File: config.mk
export PLATFORM = sky130hd
export DESIGN_NAME = dcc_top
export DESIGN_NICKNAME = d
export VERILOG_FILES = /design/src/hdl/dcc_pkg.sv /design/src/hdl/dcc_sync_if.sv /design/src/hdl/dcc_sync.sv /design/src/hdl/dcc_top.sv
export SDC_FILE = /design/constraint.sdc
export NUM_CORES = 1
export LEC_CHECK = 0
export ABC_AREA = 1
export BUFFER_PORTS_ARGS = -buffer_cell sky130_fd_sc_hd__buf_2
export CAP_MARGIN = 20
export CORE_MARGIN = 2
export CORE_UTILIZATION = 42
export CTS_CLUSTER_SIZE = 24
export DETAILED_ROUTE_END_ITERATION = 10
export GPL_TIMING_DRIVEN = 0
export HOLD_SLACK_MARGIN = 0.15
export PLACE_DENSITY_LB_ADDON = 0.2
export SLEW_MARGIN = 20
export SYNTH_ARGS = -nofsm -noshare
export SYNTH_HDL_FRONTEND = slang
export SYNTH_SLANG_ARGS = --single-unit
export TNS_END_PERCENT = 100
File: constraint.sdc
create_clock -name core_clk -period 1.4 [get_ports core_clk]
set_clock_uncertainty 0.2 [all_clocks]
set_input_delay 0.07 -clock core_clk [delete_from_list [all_inputs] [get_ports core_clk]]
set_output_delay 0.07 -clock core_clk [all_outputs]
set_load 0.03 [all_outputs]
File: src/hdl/dcc_pkg.sv
// Package: register map, field positions and constants of the comparator control
package dcc_pkg;

  // ==========================================================================
  // Register map
  // ==========================================================================
  localparam logic [3:0]  DCC_ADDR_W          = 4'h4;   // Address width
  localparam logic [3:0]  DCC_OFS_CONTROL     = 4'h0;   // comparator_control
  localparam logic [3:0]  DCC_OFS_OUT_ENABLE  = 4'h4;   // Pin output enables
  localparam logic [15:0] DCC_CONTROL_RESET   = 16'h0000;
  localparam logic [1:0]  DCC_OUT_EN_RESET    = 2'h0;

  // ==========================================================================
  // Field positions in comparator_control
  // ==========================================================================
  localparam int DCC_BIT_CMP1_POS    = 0;
  localparam int DCC_BIT_CMP1_NEG    = 1;
  localparam int DCC_BIT_CMP2_POS    = 2;
  localparam int DCC_BIT_CMP2_NEG    = 3;
  localparam int DCC_BIT_CMP1_INV    = 4;
  localparam int DCC_BIT_CMP2_INV    = 5;
  localparam int DCC_BIT_CMP1_RESULT = 6;
  localparam int DCC_BIT_CMP2_RESULT = 7;
  localparam logic [15:0] DCC_CONTROL_WMASK = 16'h003F; // Writable bits

  // Field positions in the output enable register
  localparam int DCC_BIT_CMP1_OUTEN  = 0;
  localparam int DCC_BIT_CMP2_OUTEN  = 1;

  // ==========================================================================
  // AXI4-Lite responses
  // ==========================================================================
  localparam logic [1:0] DCC_RESP_OKAY   = 2'h0;
  localparam logic [1:0] DCC_RESP_SLVERR = 2'h2;

  // Synchroniser depth
  localparam int DCC_SYNC_STAGES = 2;

endpackage

File: src/hdl/dcc_sync_if.sv
// Interface: raw comparator levels in, synchronised levels out
`timescale 1ns/1ns
interface dcc_sync_if;
  logic [1:0] raw;      // Asynchronous comparator outputs
  logic [1:0] synced;   // Levels on core_clk
  modport top  (output raw, input synced);
  modport sync (input raw, output synced);
endinterface

File: src/hdl/dcc_sync.sv
// Module: two-flop synchroniser for the comparator outputs
`timescale 1ns/1ns
module dcc_sync
  import dcc_pkg::*;
#(
  parameter int WIDTH = 2
)
(
  // Clock and reset
  input  wire logic core_clk,
  input  wire logic rst_n,
  // Level carrier
  dcc_sync_if.sync  sif
);
  import dcc_pkg::*;

  // ==========================================================================
  // Elaboration check
  // ==========================================================================
  if (WIDTH != 2)
  begin : g_bad
    $error("dcc_sync serves exactly two comparators");
  end

  logic [WIDTH-1:0] meta_r;   // First stage, read only by the second
  logic [WIDTH-1:0] sync_r;   // Second stage

  // ==========================================================================
  // Two flops per bit; the first stage feeds nothing else
  // ==========================================================================
  always_ff @(posedge core_clk or negedge rst_n)
  begin
    if (!rst_n)
    begin
      meta_r <= '0;
      sync_r <= '0;
    end
    else
    begin
      meta_r <= sif.raw;   // RULE_10
      sync_r <= meta_r;    // RULE_10
    end
  end

  assign sif.synced = sync_r;

endmodule

File: src/hdl/dcc_top.sv
// Module: dual comparator control register bank with AXI4-Lite slave
//
// Overview of operation
// RULE_01: Bit 6 reads comparator 1 result, inversion-aware.
// RULE_02: Bit 5 inverts comparator 2 output.
// RULE_03: Bit 4 inverts comparator 1 output and status.
// RULE_04: Bit 3 picks comparator 2 negative input.
// RULE_05: Bit 2 picks comparator 2 positive input.
// RULE_06: Bit 1 picks comparator 1 negative input.
// RULE_07: Bit 0 picks comparator 1 positive input.
// RULE_08: Software maps enabled comparator 2 to pin.
// RULE_09: Software maps enabled comparator 1 to pin.
// RULE_10: Synchronise comparator outputs before inversion and status.
`timescale 1ns/1ns
module dcc_top
  import dcc_pkg::*;
(
  // Clock and reset
  input  wire logic                  core_clk,
  input  wire logic                  rst_n,
  // AXI4-Lite write address
  input  wire logic [DCC_ADDR_W-1:0] s_axi_awaddr,
  input  wire logic                  s_axi_awvalid,
  output logic                       s_axi_awready,
  // AXI4-Lite write data
  input  wire logic [31:0]           s_axi_wdata,
  input  wire logic [3:0]            s_axi_wstrb,
  input  wire logic                  s_axi_wvalid,
  output logic                       s_axi_wready,
  // AXI4-Lite write response
  output logic [1:0]                 s_axi_bresp,
  output logic                       s_axi_bvalid,
  input  wire logic                  s_axi_bready,
  // AXI4-Lite read address
  input  wire logic [DCC_ADDR_W-1:0] s_axi_araddr,
  input  wire logic                  s_axi_arvalid,
  output logic                       s_axi_arready,
  // AXI4-Lite read data
  output logic [31:0]                s_axi_rdata,
  output logic [1:0]                 s_axi_rresp,
  output logic                       s_axi_rvalid,
  input  wire logic                  s_axi_rready,
  // Analog comparator cores
  input  wire logic                  cmp1_raw,
  input  wire logic                  cmp2_raw,
  output logic                       cmp1_pos_select,
  output logic                       cmp1_neg_select,
  output logic                       cmp2_pos_select,
  output logic                       cmp2_neg_select,
  // Towards the pin-remapping fabric
  output logic                       cmp1_out,
  output logic                       cmp2_out,
  output logic                       cmp1_pin_out_enable,
  output logic                       cmp2_pin_out_enable
);
  import dcc_pkg::*;

  // ==========================================================================
  // Storage
  // ==========================================================================
  // Result bits 6 and 7 are never stored; they are read live
  logic [15:0] control_r;       // Writable part of comparator_control
  logic [1:0]  out_en_r;        // Pin output enables
  logic        cmp1_result_r;   // Inversion-aware comparator 1 result
  logic        cmp2_result_r;   // Inversion-aware comparator 2 result

  // Write channel capture
  logic                  aw_held_r;   // Address taken, waiting for data
  logic [DCC_ADDR_W-1:0] aw_addr_r;   // Held write address
  logic                  w_held_r;    // Data taken, waiting for address
  logic [31:0]           w_data_r;    // Held write data
  logic [3:0]            w_strb_r;    // Held byte strobes

  // Synchroniser carrier
  dcc_sync_if sif ();

  // ==========================================================================
  // Comparator output synchroniser
  // ==========================================================================
  // The comparators run free of core_clk, so a raw level may be caught
  // mid-swing; two flops give a metastable sample time to settle
  assign sif.raw = {cmp2_raw, cmp1_raw};

  dcc_sync #(
    .WIDTH (2)
  ) u_sync (
    .core_clk (core_clk),
    .rst_n    (rst_n),
    .sif      (sif)
  );

  // ==========================================================================
  // Result with polarity applied, registered so outputs come from flops
  // ==========================================================================
  always_ff @(posedge core_clk or negedge rst_n)
  begin
    if (!rst_n)
    begin
      cmp1_result_r <= 1'b0;
      cmp2_result_r <= 1'b0;
    end
    else
    begin
      // Inversion sits after the synchroniser, so a flip is glitch free
      // Costs one cycle more than a plain xor, but outputs stay on flops
      cmp1_result_r <= sif.synced[0] ^ control_r[DCC_BIT_CMP1_INV]; // RULE_03
      cmp2_result_r <= sif.synced[1] ^ control_r[DCC_BIT_CMP2_INV]; // RULE_02
    end
  end

  // ==========================================================================
  // Write path: address and data accepted in either order
  // ==========================================================================
  logic do_write;                    // Both halves present, response free
  logic [DCC_ADDR_W-1:0] wr_addr;    // Effective write address
  logic [31:0]           wr_data;    // Effective write data
  logic [3:0]            wr_strb;    // Effective strobes

  always_comb
  begin
    // A held half wins over the live bus, since the master is free to
    // release a half as soon as it has been taken
    wr_addr  = aw_held_r ? aw_addr_r : s_axi_awaddr;
    wr_data  = w_held_r  ? w_data_r  : s_axi_wdata;
    wr_strb  = w_held_r  ? w_strb_r  : s_axi_wstrb;
    do_write = (aw_held_r || (s_axi_awvalid && s_axi_awready)) &&
               (w_held_r  || (s_axi_wvalid  && s_axi_wready)) &&
               !s_axi_bvalid;
  end

  // Channel readiness; each ready drops once its half is held
  always_ff @(posedge core_clk or negedge rst_n)
  begin
    if (!rst_n)
    begin
      s_axi_awready <= 1'b0;
      s_axi_wready  <= 1'b0;
      aw_held_r     <= 1'b0;
      w_held_r      <= 1'b0;
      aw_addr_r     <= '0;
      w_data_r      <= '0;
      w_strb_r      <= '0;
    end
    else
    begin
      if (do_write)
      begin
        aw_held_r     <= 1'b0;
        w_held_r      <= 1'b0;
        s_axi_awready <= 1'b0;
        s_axi_wready  <= 1'b0;
      end
      else
      begin
        if (s_axi_awvalid && s_axi_awready)
        begin
          aw_held_r <= 1'b1;
          aw_addr_r <= s_axi_awaddr;
        end
        if (s_axi_wvalid && s_axi_wready)
        begin
          w_held_r <= 1'b1;
          w_data_r <= s_axi_wdata;
          w_strb_r <= s_axi_wstrb;
        end
        // Ready only while idle on that half and no response pending
        s_axi_awready <= !aw_held_r && !(s_axi_awvalid && s_axi_awready) &&
                         !s_axi_bvalid;
        s_axi_wready  <= !w_held_r && !(s_axi_wvalid && s_axi_wready) &&
                         !s_axi_bvalid;
      end
    end
  end

  // Write response
  // It stands until bready; no further write is taken before then
  always_ff @(posedge core_clk or negedge rst_n)
  begin
    if (!rst_n)
    begin
      s_axi_bvalid <= 1'b0;
      s_axi_bresp  <= DCC_RESP_OKAY;
    end
    else if (do_write)
    begin
      s_axi_bvalid <= 1'b1;
      // Unmapped addresses answer with a slave error
      if (wr_addr == DCC_OFS_CONTROL || wr_addr == DCC_OFS_OUT_ENABLE)
        s_axi_bresp <= DCC_RESP_OKAY;
      else
        s_axi_bresp <= DCC_RESP_SLVERR;
    end
    else if (s_axi_bvalid && s_axi_bready)
    begin
      s_axi_bvalid <= 1'b0;
    end
  end

  // ==========================================================================
  // Register writes; only byte lane 0 holds implemented bits
  // ==========================================================================
  always_ff @(posedge core_clk or negedge rst_n)
  begin
    if (!rst_n)
    begin
      control_r <= DCC_CONTROL_RESET;
      out_en_r  <= DCC_OUT_EN_RESET;
    end
    // Upper byte lanes carry nothing, so their strobes are ignored
    else if (do_write && wr_strb[0])
    begin
      if (wr_addr == DCC_OFS_CONTROL)
        // Status bits are read only and never stored
        control_r <= wr_data[15:0] & DCC_CONTROL_WMASK; // RULE_02 RULE_03
      else if (wr_addr == DCC_OFS_OUT_ENABLE)
        out_en_r  <= wr_data[1:0];
    end
  end

  // ==========================================================================
  // Read path: one word per request, answered the next cycle
  // ==========================================================================
  always_ff @(posedge core_clk or negedge rst_n)
  begin
    if (!rst_n)
    begin
      s_axi_arready <= 1'b0;
      s_axi_rvalid  <= 1'b0;
      s_axi_rdata   <= '0;
      s_axi_rresp   <= DCC_RESP_OKAY;
    end
    else
    begin
      // arready rests low while a response is pending, so the single
      // read data register is never overwritten before it is taken
      if (s_axi_arvalid && s_axi_arready)
      begin
        s_axi_arready <= 1'b0;
        s_axi_rvalid  <= 1'b1;
        s_axi_rresp   <= DCC_RESP_OKAY;
        s_axi_rdata   <= '0;
        case (s_axi_araddr)
          DCC_OFS_CONTROL:
          begin
            s_axi_rdata[15:0] <= control_r;
            s_axi_rdata[DCC_BIT_CMP1_RESULT] <= cmp1_result_r; // RULE_01
            s_axi_rdata[DCC_BIT_CMP2_RESULT] <= cmp2_result_r;
          end
          DCC_OFS_OUT_ENABLE:
            s_axi_rdata[1:0] <= out_en_r;
          // Unmapped offsets answer with zero data
          default:
            s_axi_rresp <= DCC_RESP_SLVERR;
        endcase
      end
      else if (s_axi_rvalid)
      begin
        if (s_axi_rready)
          s_axi_rvalid <= 1'b0;
      end
      else
      begin
        s_axi_arready <= 1'b1;
      end
    end
  end

  // ==========================================================================
  // Selector and fabric outputs, all from flops
  // ==========================================================================
  always_ff @(posedge core_clk or negedge rst_n)
  begin
    if (!rst_n)
    begin
      cmp1_pos_select     <= 1'b0;
      cmp1_neg_select     <= 1'b0;
      cmp2_pos_select     <= 1'b0;
      cmp2_neg_select     <= 1'b0;
      cmp1_out            <= 1'b0;
      cmp2_out            <= 1'b0;
      cmp1_pin_out_enable <= 1'b0;
      cmp2_pin_out_enable <= 1'b0;
    end
    else
    begin
      // Each output leaves through a flop, so the analog selectors move
      // one cycle after the register write has landed
      // 1 = VIN+ pin, 0 = internal_voltage_reference
      cmp1_pos_select <= control_r[DCC_BIT_CMP1_POS]; // RULE_07
      // 1 = VIN+ pin, 0 = VIN- pin
      cmp1_neg_select <= control_r[DCC_BIT_CMP1_NEG]; // RULE_06
      cmp2_pos_select <= control_r[DCC_BIT_CMP2_POS]; // RULE_05
      cmp2_neg_select <= control_r[DCC_BIT_CMP2_NEG]; // RULE_04
      cmp1_out        <= cmp1_result_r;
      cmp2_out        <= cmp2_result_r;
      // Software must still route these through a remappable_pin
      cmp1_pin_out_enable <= out_en_r[DCC_BIT_CMP1_OUTEN]; // RULE_09
      cmp2_pin_out_enable <= out_en_r[DCC_BIT_CMP2_OUTEN]; // RULE_08
    end
  end

endmodule

# Yosys cells after proc, flatten, opt, wreduce, memory -nomap -nowiden
# Index checks and enable logic that the tools add are counted.
# totals
ff_bits	60
out_inout_bits	49
# op_classes
eq_ne	3
mux	20
bitwise	4
n_reduce_logical	29
# ops
cell	n
$mux 1	14
$mux 6	2
$logic_and 1x1->1	11
$eq 4x3->1 const B	2
$logic_not 4->1	2
$reduce_and 2->1	3
$reduce_bool 2->1	3
$logic_not 1->1	5
$mux 2	2
$mux 4	1
$pmux 2 s2	1
$logic_or 1x1->1	3
$reduce_and 3->1	1
$ne 2x1->1 const B	1
$not 1->1	2
$reduce_or 2->1	1
$xor 1x1->1	2

# Longest topological paths before layout
# Gate-level depths: netlist of run 1.
# logic_depth
depth_word	6
mapped_depth	8
ltp_nobuf	8

# Modules after synthesis
# A second synthesis of run 1 with hierarchy kept.
# unflattened
hier_cells	238
area_unflattened_um2	2204.6
# modules_own_cells
module	n_inst	cells_each	area_per_inst_um2	seq_area_each_um2
dcc_top	1	234	2104.5	1151.1
dcc_sync	1	4	100.1	100.1

# Worst setup path before layout of run 1
# Ideal clock, no wire load.
# synth_timing
kind	flip-flop to flip-flop
startpoint	register s_axi_awready
endpoint	register out_en_r[0]
setup_time_ps	117
arrival_ps	1195
slack_ps	-111
stages_incl_launch_ff	8
n_path_buf	0
period_less_slack_ps	1511
cell_sequence	dfrtp_1 > nand2_1 > nand2_4 > nand3_4 > inv_2 > nand3_1 > nand2_1 > nand2_1
# synth_via
elab_chain_cells	6
# synth_lines
item	line	source
from (decl)	dcc_top.sv:24	output logic s_axi_awready,
from (signal assigned)	dcc_top.sv:167	s_axi_awready <= !aw_held_r && !(s_axi_awvalid && s_axi_awready) &&
$logic_and 1x1->1	dcc_top.sv:126	do_write = (aw_held_r || (s_axi_awvalid && s_axi_awready)) &&
$logic_or 1x1->1	dcc_top.sv:126	
$logic_and 1x1->1	dcc_top.sv:126	
$logic_and 1x1->1	dcc_top.sv:127	(w_held_r || (s_axi_wvalid && s_axi_wready)) &&
$logic_and 1x1->1	dcc_top.sv:210	else if (do_write && wr_strb[0])
$reduce_and 3->1 (no source line)	n/a	
to (signal assigned)	dcc_top.sv:216	out_en_r <= wr_data[1:0];
to (decl)	dcc_top.sv:63	logic [1:0] out_en_r;
# Every way passes these cells.
# A chain may end at the register's enable or synchronous reset.

# Worst setup path after layout of run 1
# layout_timing
startpoint	input s_axi_awvalid
endpoint	register control_r[2]
# layout_via
elab_chain_cells	6
# layout_lines
item	line	source
from (decl)	dcc_top.sv:23	input wire logic s_axi_awvalid,
$logic_and 1x1->1	dcc_top.sv:126	
$logic_or 1x1->1	dcc_top.sv:126	
$logic_and 1x1->1	dcc_top.sv:126	
$logic_and 1x1->1	dcc_top.sv:127	
$logic_and 1x1->1	dcc_top.sv:210	
$reduce_and 2->1 (no source line)	n/a	
to (signal assigned)	dcc_top.sv:214	control_r <= wr_data[15:0] & DCC_CONTROL_WMASK;
to (decl)	dcc_top.sv:62	logic [15:0] control_r;
# Every way passes these cells.

==> impl_results.md, run 1 <==
- Run status: finished, violations left
- Violated checks: setup timing
- # nets final: 409
- Routed vias: 1800
- Final worst-path cycle share: 102%
- Comb power frac: 40.6%
- Residual DRC: 0
- Sequential share of the synthesized area: 56.0%
- Highest routed layer: met4
- DRT antenna net count: 0
- Pre-antenna DRT Iters: 4
- Row Count: 26
- Final HPWL DP: 2830 µm
- Syn_area_per_cell: 8.94 µm²
- Setup CP Type: in -> reg
- Syn Std Cell Area: 0.00223 mm²
- Via-per-instance ratio: 4.22
- Share of cells above drive strength 1: 34.2%
- WL/cell: 10.1 µm
- Maximum buffer depth of the clock tree: 2
- GP Congestion: 0.708
- Worst-skew pair later-pin latency: 0.30 ns
- RSZ-0062 raised after global routing: yes
- I/O Buffers: 46
- Chip height: 76.9 µm
- Final Worst Setup Slack: -0.0320 ns
- CTS buffer count: 5
- H-tree depth: 2
- DRT Wirelength: 4310 µm
- Vias in the first global route: 1642
- # IOs: 102
- Pin count of the biggest net entering global routing: 51
- Clock slew at reported path FFs: 0.09 ns
- R2R depth: 7
- Sw Share: 41.1%
- Post-layout min period: 1.43 ns
- Final setup viols: 6
- Clock Sinks: 50
- Seq cells post-synth: 50
- Initial antenna violation count: 0
- Die ar.: 0.00592 mm²
- Max-slew violations: 0
- P per Cell Area: 1750 mW/mm²
- Worst Hold Class: in -> async
- Core area: 0.00511 mm²
- Pre-CTS setup slack: -0.0912 ns
- Internal power: 3.25 mW
- WP data arrival: 1.43 ns
- WL met1: 1970 µm
- CP endpoint kind: flop
- Worst-path fanout max: 6
- Die extent in x: 76.9 µm
- Routed met3 length: 237 µm
- Total GRT Usage: 14.3%
- LEAKAGE: 1.77 nW
- Reg2reg start: aw_held_r$_DFFE_PN0P_
- Initial Utilization: 43.8%
- Mapped Cells: 250
- Max cap viols: 0
- Sw power: 2.27 mW
- Synth Warn #: 0
- CTS tree: yes
- Power share of the sequential group: 40.9%
- Max VDD drop: 0.781 mV
- First-pass GRT wire length: 6840 µm
- Fin. Hold Viols: 0
- Drt initial violations: 107
- Root buf cell: clkbuf_8
- Area growth syn-to-layout: 41.2%
- WP data required: 1.40 ns
- Critical Path Start Type: input pin
- Max-slew headroom at the worst pin: 58.4%
- Yosys cell types: 22
- CP startpoint: s_axi_awvalid
- Clock power share: 18.5%
- Gr ovfl total: 0
- Worst-margin pin slew: 0.623 ns
- Antenna diodes: 0
- Hold_ws: 0.113 ns
- Met2 routed wirelength: 2030 µm
- Max Clock Freq: 698 MHz
layout make-up:
class | instances | area [µm²]
Buffer | 28 | 211
Clock buffer | 5 | 68.8
Clock inverter | 3 | 47.5
Fill cell | 451 | 1950
Inverter | 28 | 110
Multi-Input combinational cell | 168 | 847
Sequential cell | 50 | 1260
Tap cell | 70 | 87.6
Timing Repair Buffer | 75 | 527
power by group through the flow:
| stage | Clock [mW] | Combinational [mW] | Sequential (mW) |
|---|---|---|---|
| global route | 1.12 | 2.47 | 2.33 |
| finish | 1.02 | 2.24 | 2.26 |
| floorplan | 0 | 1.08 | 2.62 |
| detailed placement | 0 | 1.90 | 2.28 |
| global placement | 0 | 1.86 | 2.27 |
| CTS | 1.06 | 1.99 | 2.27 |
through the flow:
stage | total power, mW | std cells | instance area, µm² | setup TNS [ns] | util [%]
floorplan | 3.69 | 275 | 2330 | 0 | -
global placement | 4.13 | 391 | 2650 | -0.627 | 51.9
detailed placement | 4.18 | 391 | 2650 | -1.01 | 51.9
CTS | 5.32 | 418 | 2980 | 0 | 58.4
global route | 5.92 | 427 | 3160 | -0.986 | 61.8
finish | 5.52 | 427 | 3160 | -0.127 | 61.8
cells in the final DEF, fill, tap and decap left out, types with 2 or more instances in the layout:
master         netlist  final
nand2_2              2     12
clkbuf_8             0      5
nand2_4              1      2
dfrtp_1             50     46
nand3_4              2      4
o21ai_1             11     14
buf_6                0      2
nand2_1             82     71
inv_2                3      2
xor2_1               2      2
inv_1               25     24
dfrtp_2              0      4
nor2_1              11     10
dlygate4sd3_1        0     23
buf_2                1     44
nand3_2              1      4
conb_1               1     26
buf_4               27     32
inv_4                0      2
nand3_1             17     12
o21ai_0              8      5
Yosys cell counts:
master	instances	area, µm²
a21oi_1	1	5.00
a31oi_1	1	6.26
buf_2	1	5.00
buf_4	27	203
clkbuf_1	1	3.75
conb_1	1	3.75
dfrtp_1	50	1250
inv_1	25	93.8
inv_2	3	11.3
nand2_1	82	308
nand2_2	2	12.5
nand2_4	1	11.3
nand3_1	17	85.1
nand3_2	1	10.0
nand3_4	2	35.0
nor2_1	11	41.3
nor2_2	1	6.26
nor2_8	1	20.0
nor3_2	1	10.0
o21ai_0	8	40.0
o21ai_1	11	55.1
xor2_1	2	17.5
final timing paths:
kind | endpoint | slack, ns
min reg2reg | u_sync.sif.synced[1]$_DFF_PN0_ | 0.16
min | aw_addr_r[0]$_DFFE_PN0P_ | 0.11
max in group asynchronous | s_axi_awready$_DFF_PN0_ | 0.41
min in group core_clk | u_sync.sif.synced[1]$_DFF_PN0_ | 0.16
max | control_r[2]$_DFFE_PN0P_ | -0.03
max reg2reg | control_r[2]$_DFFE_PN0P_ | -0.03
cell families (layout without fill, tap and decap cells):
logic type      count (synthesis)  in the layout  synth area share [%]
flops                          50             50                  56.0
xor+xnor                        2              2                 0.784
other cells                     1             26                 0.168
buf+inv                        57            139                  14.2
compound gates                 21             21                  4.76
simple gates                  119            119                  24.1
sequential cells by signal, indices dropped and copies added (netlist names), 2 cells and up:
| signal | count |
|---|---|
| aw_addr_r | 4 |
| control_r | 6 |
| w_data_r | 6 |
| s_axi_rdata | 8 |
| u_sync.sif.synced | 2 |
| u_sync.meta_r | 2 |
| out_en_r | 2 |
routing by layer:
layer	track usage, %	up-vias
li1	-	930
met1	17.6	802
met2	23.2	61
met3	4.47	7
met4	6.00	0
met5	0	-
critical path: stages:
cell           delay, ns
dlygate4sd3_1       0.54
buf_6               0.11
nand2_2             0.08
nand2_4             0.09
nand3_4             0.16
inv_4               0.13
nand3_4             0.11
nand2_1             0.08
nand2_1             0.05
timing repair:
action                                  4_1_cts  5_1_grt
gates resized for setup                       6       28
pin swaps                                     1       13
buffers inserted                              1        5
hold buffers                                 19        4
endpoints found under the setup margin       19       27
hold endpoints to repair                     88       59
(Power assumes the default switching activity.)
==> inputs of run 2 (changes only) <==
--- a/config.mk
+++ b/config.mk
@@ -8,8 +8,10 @@
 export ABC_AREA = 1
 export BUFFER_PORTS_ARGS = -buffer_cell sky130_fd_sc_hd__buf_2
 export CAP_MARGIN = 20
+export CELL_PAD_IN_SITES_DETAIL_PLACEMENT = 0
+export CELL_PAD_IN_SITES_GLOBAL_PLACEMENT = 1
 export CORE_MARGIN = 2
-export CORE_UTILIZATION = 42
+export CORE_UTILIZATION = 30
 export CTS_CLUSTER_SIZE = 24
 export DETAILED_ROUTE_END_ITERATION = 10
 export GPL_TIMING_DRIVEN = 0
==> run 2 against run 1 <==
The run ends with hold timing left; hold slack worse by 0.24 ns; final cell count up 5.9%; setup slack better by 0.058 ns; die area up 38%; non-clock buffer count down 4; wire length down 2.8%; sequential cell count unchanged; power down 2.2%; global-route usage down 3.3 points; register-to-register slack better by 0.06 ns; count of clock-buffer cells in the layout unchanged.
==> impl_results.md, run 2 (synthesis gave the netlist of run 1 again) <==
- Sw power: 2.20 mW
- Most frequent cells in the layout: 76 x nand2_1, 46 x dfrtp_1, 44 x buf_2
- GP Congestion: 0.739
- Critical path's slowest cell: dfrtp_2
- Worst-path fanout max: 8
- Clock slew at reported path FFs: 0.09 ns
- Comb power frac: 38.7%
- Via-per-instance ratio: 3.91
- WL/cell: 9.27 µm
- Power share of the sequential group: 42.1%
- Worst-skew pair later-pin latency: 0.30 ns
- Run status: finished, violations left
- Largest regs: s_axi_rdata (8), control_r (6), w_data_r (6)
- P per Cell Area: 1740 mW/mm²
- # nets final: 405
- Setup CP Type: reg -> reg
- CP endpoint kind: flop
- Max FFs per register: 8
- Gr ovfl total: 0
- WP data arrival: 1.37 ns
- Vias in the first global route: 1684
- Total GRT Usage: 10.9%
- H-tree depth: 2
- Root buf cell: clkbuf_8
- Crit path max-delay family: flip-flops
- Hold_ws: -0.125 ns
- Residual DRC: 0
- Fin. Hold Viols: 1
- Worst Hold Class: in -> reg
- Finished Core Util: 43.0%
- Die ar.: 0.00815 mm²
- Sw Share: 40.6%
- WP buf/inv: 1
- WP data required: 1.39 ns
- Max Clock Freq: 728 MHz
- Clock Sinks: 50
- Final HPWL DP: 3050 µm
- I/O Buffers: 46
- Antenna diodes: 0
- DRT antenna net count: 0
- Max VDD drop: 0.546 mV
- Worst path cell trace: inv_4, nand2_4, nand3_4, nand3_4, nand2_1, o21ai_1
- Die extent in x: 90.3 µm
- Drt initial violations: 70
- Area growth syn-to-layout: 38.9%
- Initial Utilization: 31.0%
- RSZ-0062 raised after global routing: yes
- Fillers: 758
- Initial antenna violation count: 0
- Share of cells above drive strength 1: 32.0%
- Pre-CTS setup slack: -0.0955 ns
- Max cap viols: 0
- Maximum buffer depth of the clock tree: 2
- Chip height: 90.3 µm
- Final Worst Setup Slack: 0.0264 ns
- Post-layout min period: 1.37 ns
- Clock power share: 19.2%
- Routed vias: 1769
- Max-slew violations: 0
- Final setup viols: 0
- Largest Register: s_axi_rdata
- Final worst-path cycle share: 98.1%
- CTS buffer count: 5
- CTS tree: yes
- Worst-margin pin slew: 0.632 ns
- Core area: 0.00721 mm²
- Commonest non-fill, non-tap cell in the layout: nand2_1
- Violated checks: hold timing
- # IOs: 102
- First-pass GRT wire length: 7350 µm
- Internal power: 3.21 mW
- Final setup TNS: 0 ns
- Storage element area: 0.00126 mm²
- Pin count of the biggest net entering global routing: 51
- CP most frequent cell: nand3_4
- DRT Wirelength: 4190 µm
- LEAKAGE: 1.74 nW
- Slowest stage delay, CP: 0.46 ns
- Area of the multi-input gates: 810 µm²
- Pre-antenna DRT Iters: 4
- Max-slew headroom at the worst pin: 57.9%
- Critical Path Start Type: flop
- Row Count: 31
==> run 2: worst paths after layout <==
path                                             endpoint                        from  slack [ns]  cells past startpoint
min in group asynchronous        aw_addr_r[2]$_DFFE_PN0P_                       rst_n        0.12                      2
max in group asynchronous          s_axi_wready$_DFF_PN0_                       rst_n        0.42                      2
hold / removal                 s_axi_rresp[1]$_DFFE_PN0P_             s_axi_araddr[0]       -0.13                      3
setup / recovery                 aw_addr_r[1]$_DFFE_PN0P_       aw_held_r$_DFFE_PN0P_        0.03                      6
setup reg to reg                 aw_addr_r[1]$_DFFE_PN0P_       aw_held_r$_DFFE_PN0P_        0.03                      6
hold reg to reg            u_sync.sif.synced[1]$_DFF_PN0_  u_sync.meta_r[1]$_DFF_PN0_        0.15                      0
==> run 2: metal layers <==
metal | GRT usage, % | part of all wire [%]
met1 | 14.3 | 49
met2 | 17.7 | 44
met3 | 2.75 | 5.4
met4 | 3.85 | 1.6
met5 | 0 | 0
==> run 2: power groups by stage <==
stage               Combinational, mW  Clock (mW)  Sequential [mW]
global placement                 1.89           0             2.29
global route                     2.35        1.12             2.35
finish                           2.09        1.04             2.27
CTS                              2.04        1.07             2.27
floorplan                        1.08           0             2.62
detailed placement               1.91           0             2.29
==> run 2: metrics by stage <==
stage                     hold slack (ns)  area [µm²]  instances  power [mW]
final                              -0.125        3100        452        5.40
after global routing              -0.0652        3100        452        5.82
after CTS                          -0.185        3040        450        5.39
after detailed placement          -0.0617        2690        420        4.21
after global placement            -0.0192        2690        420        4.17
after floorplan                    -0.426        2330        275        3.69
==> run 2: timing repair <==
action	CTS	global route
pin swaps	1	8
endpoints found under the setup margin	19	29
gates resized for setup	6	16
hold endpoints to repair	88	9
setup buffers	3	1
hold buffers	20	1
==> run 2: area by class of cell <==
class	count	share of cell area, %
timing repair buffer	71	15.4
tap	99	3.99
clock buffer	5	2.22
sequential	50	40.5
inverter	28	3.55
clock inverter	3	1.53
buffer	28	6.69
multi-input combinational	168	26.1
==> run 2: worst min-delay path, cell delays in order <==
cell and delay (ns):
buf_2 0.08, nor2_1 0.04, a31oi_1 0.15
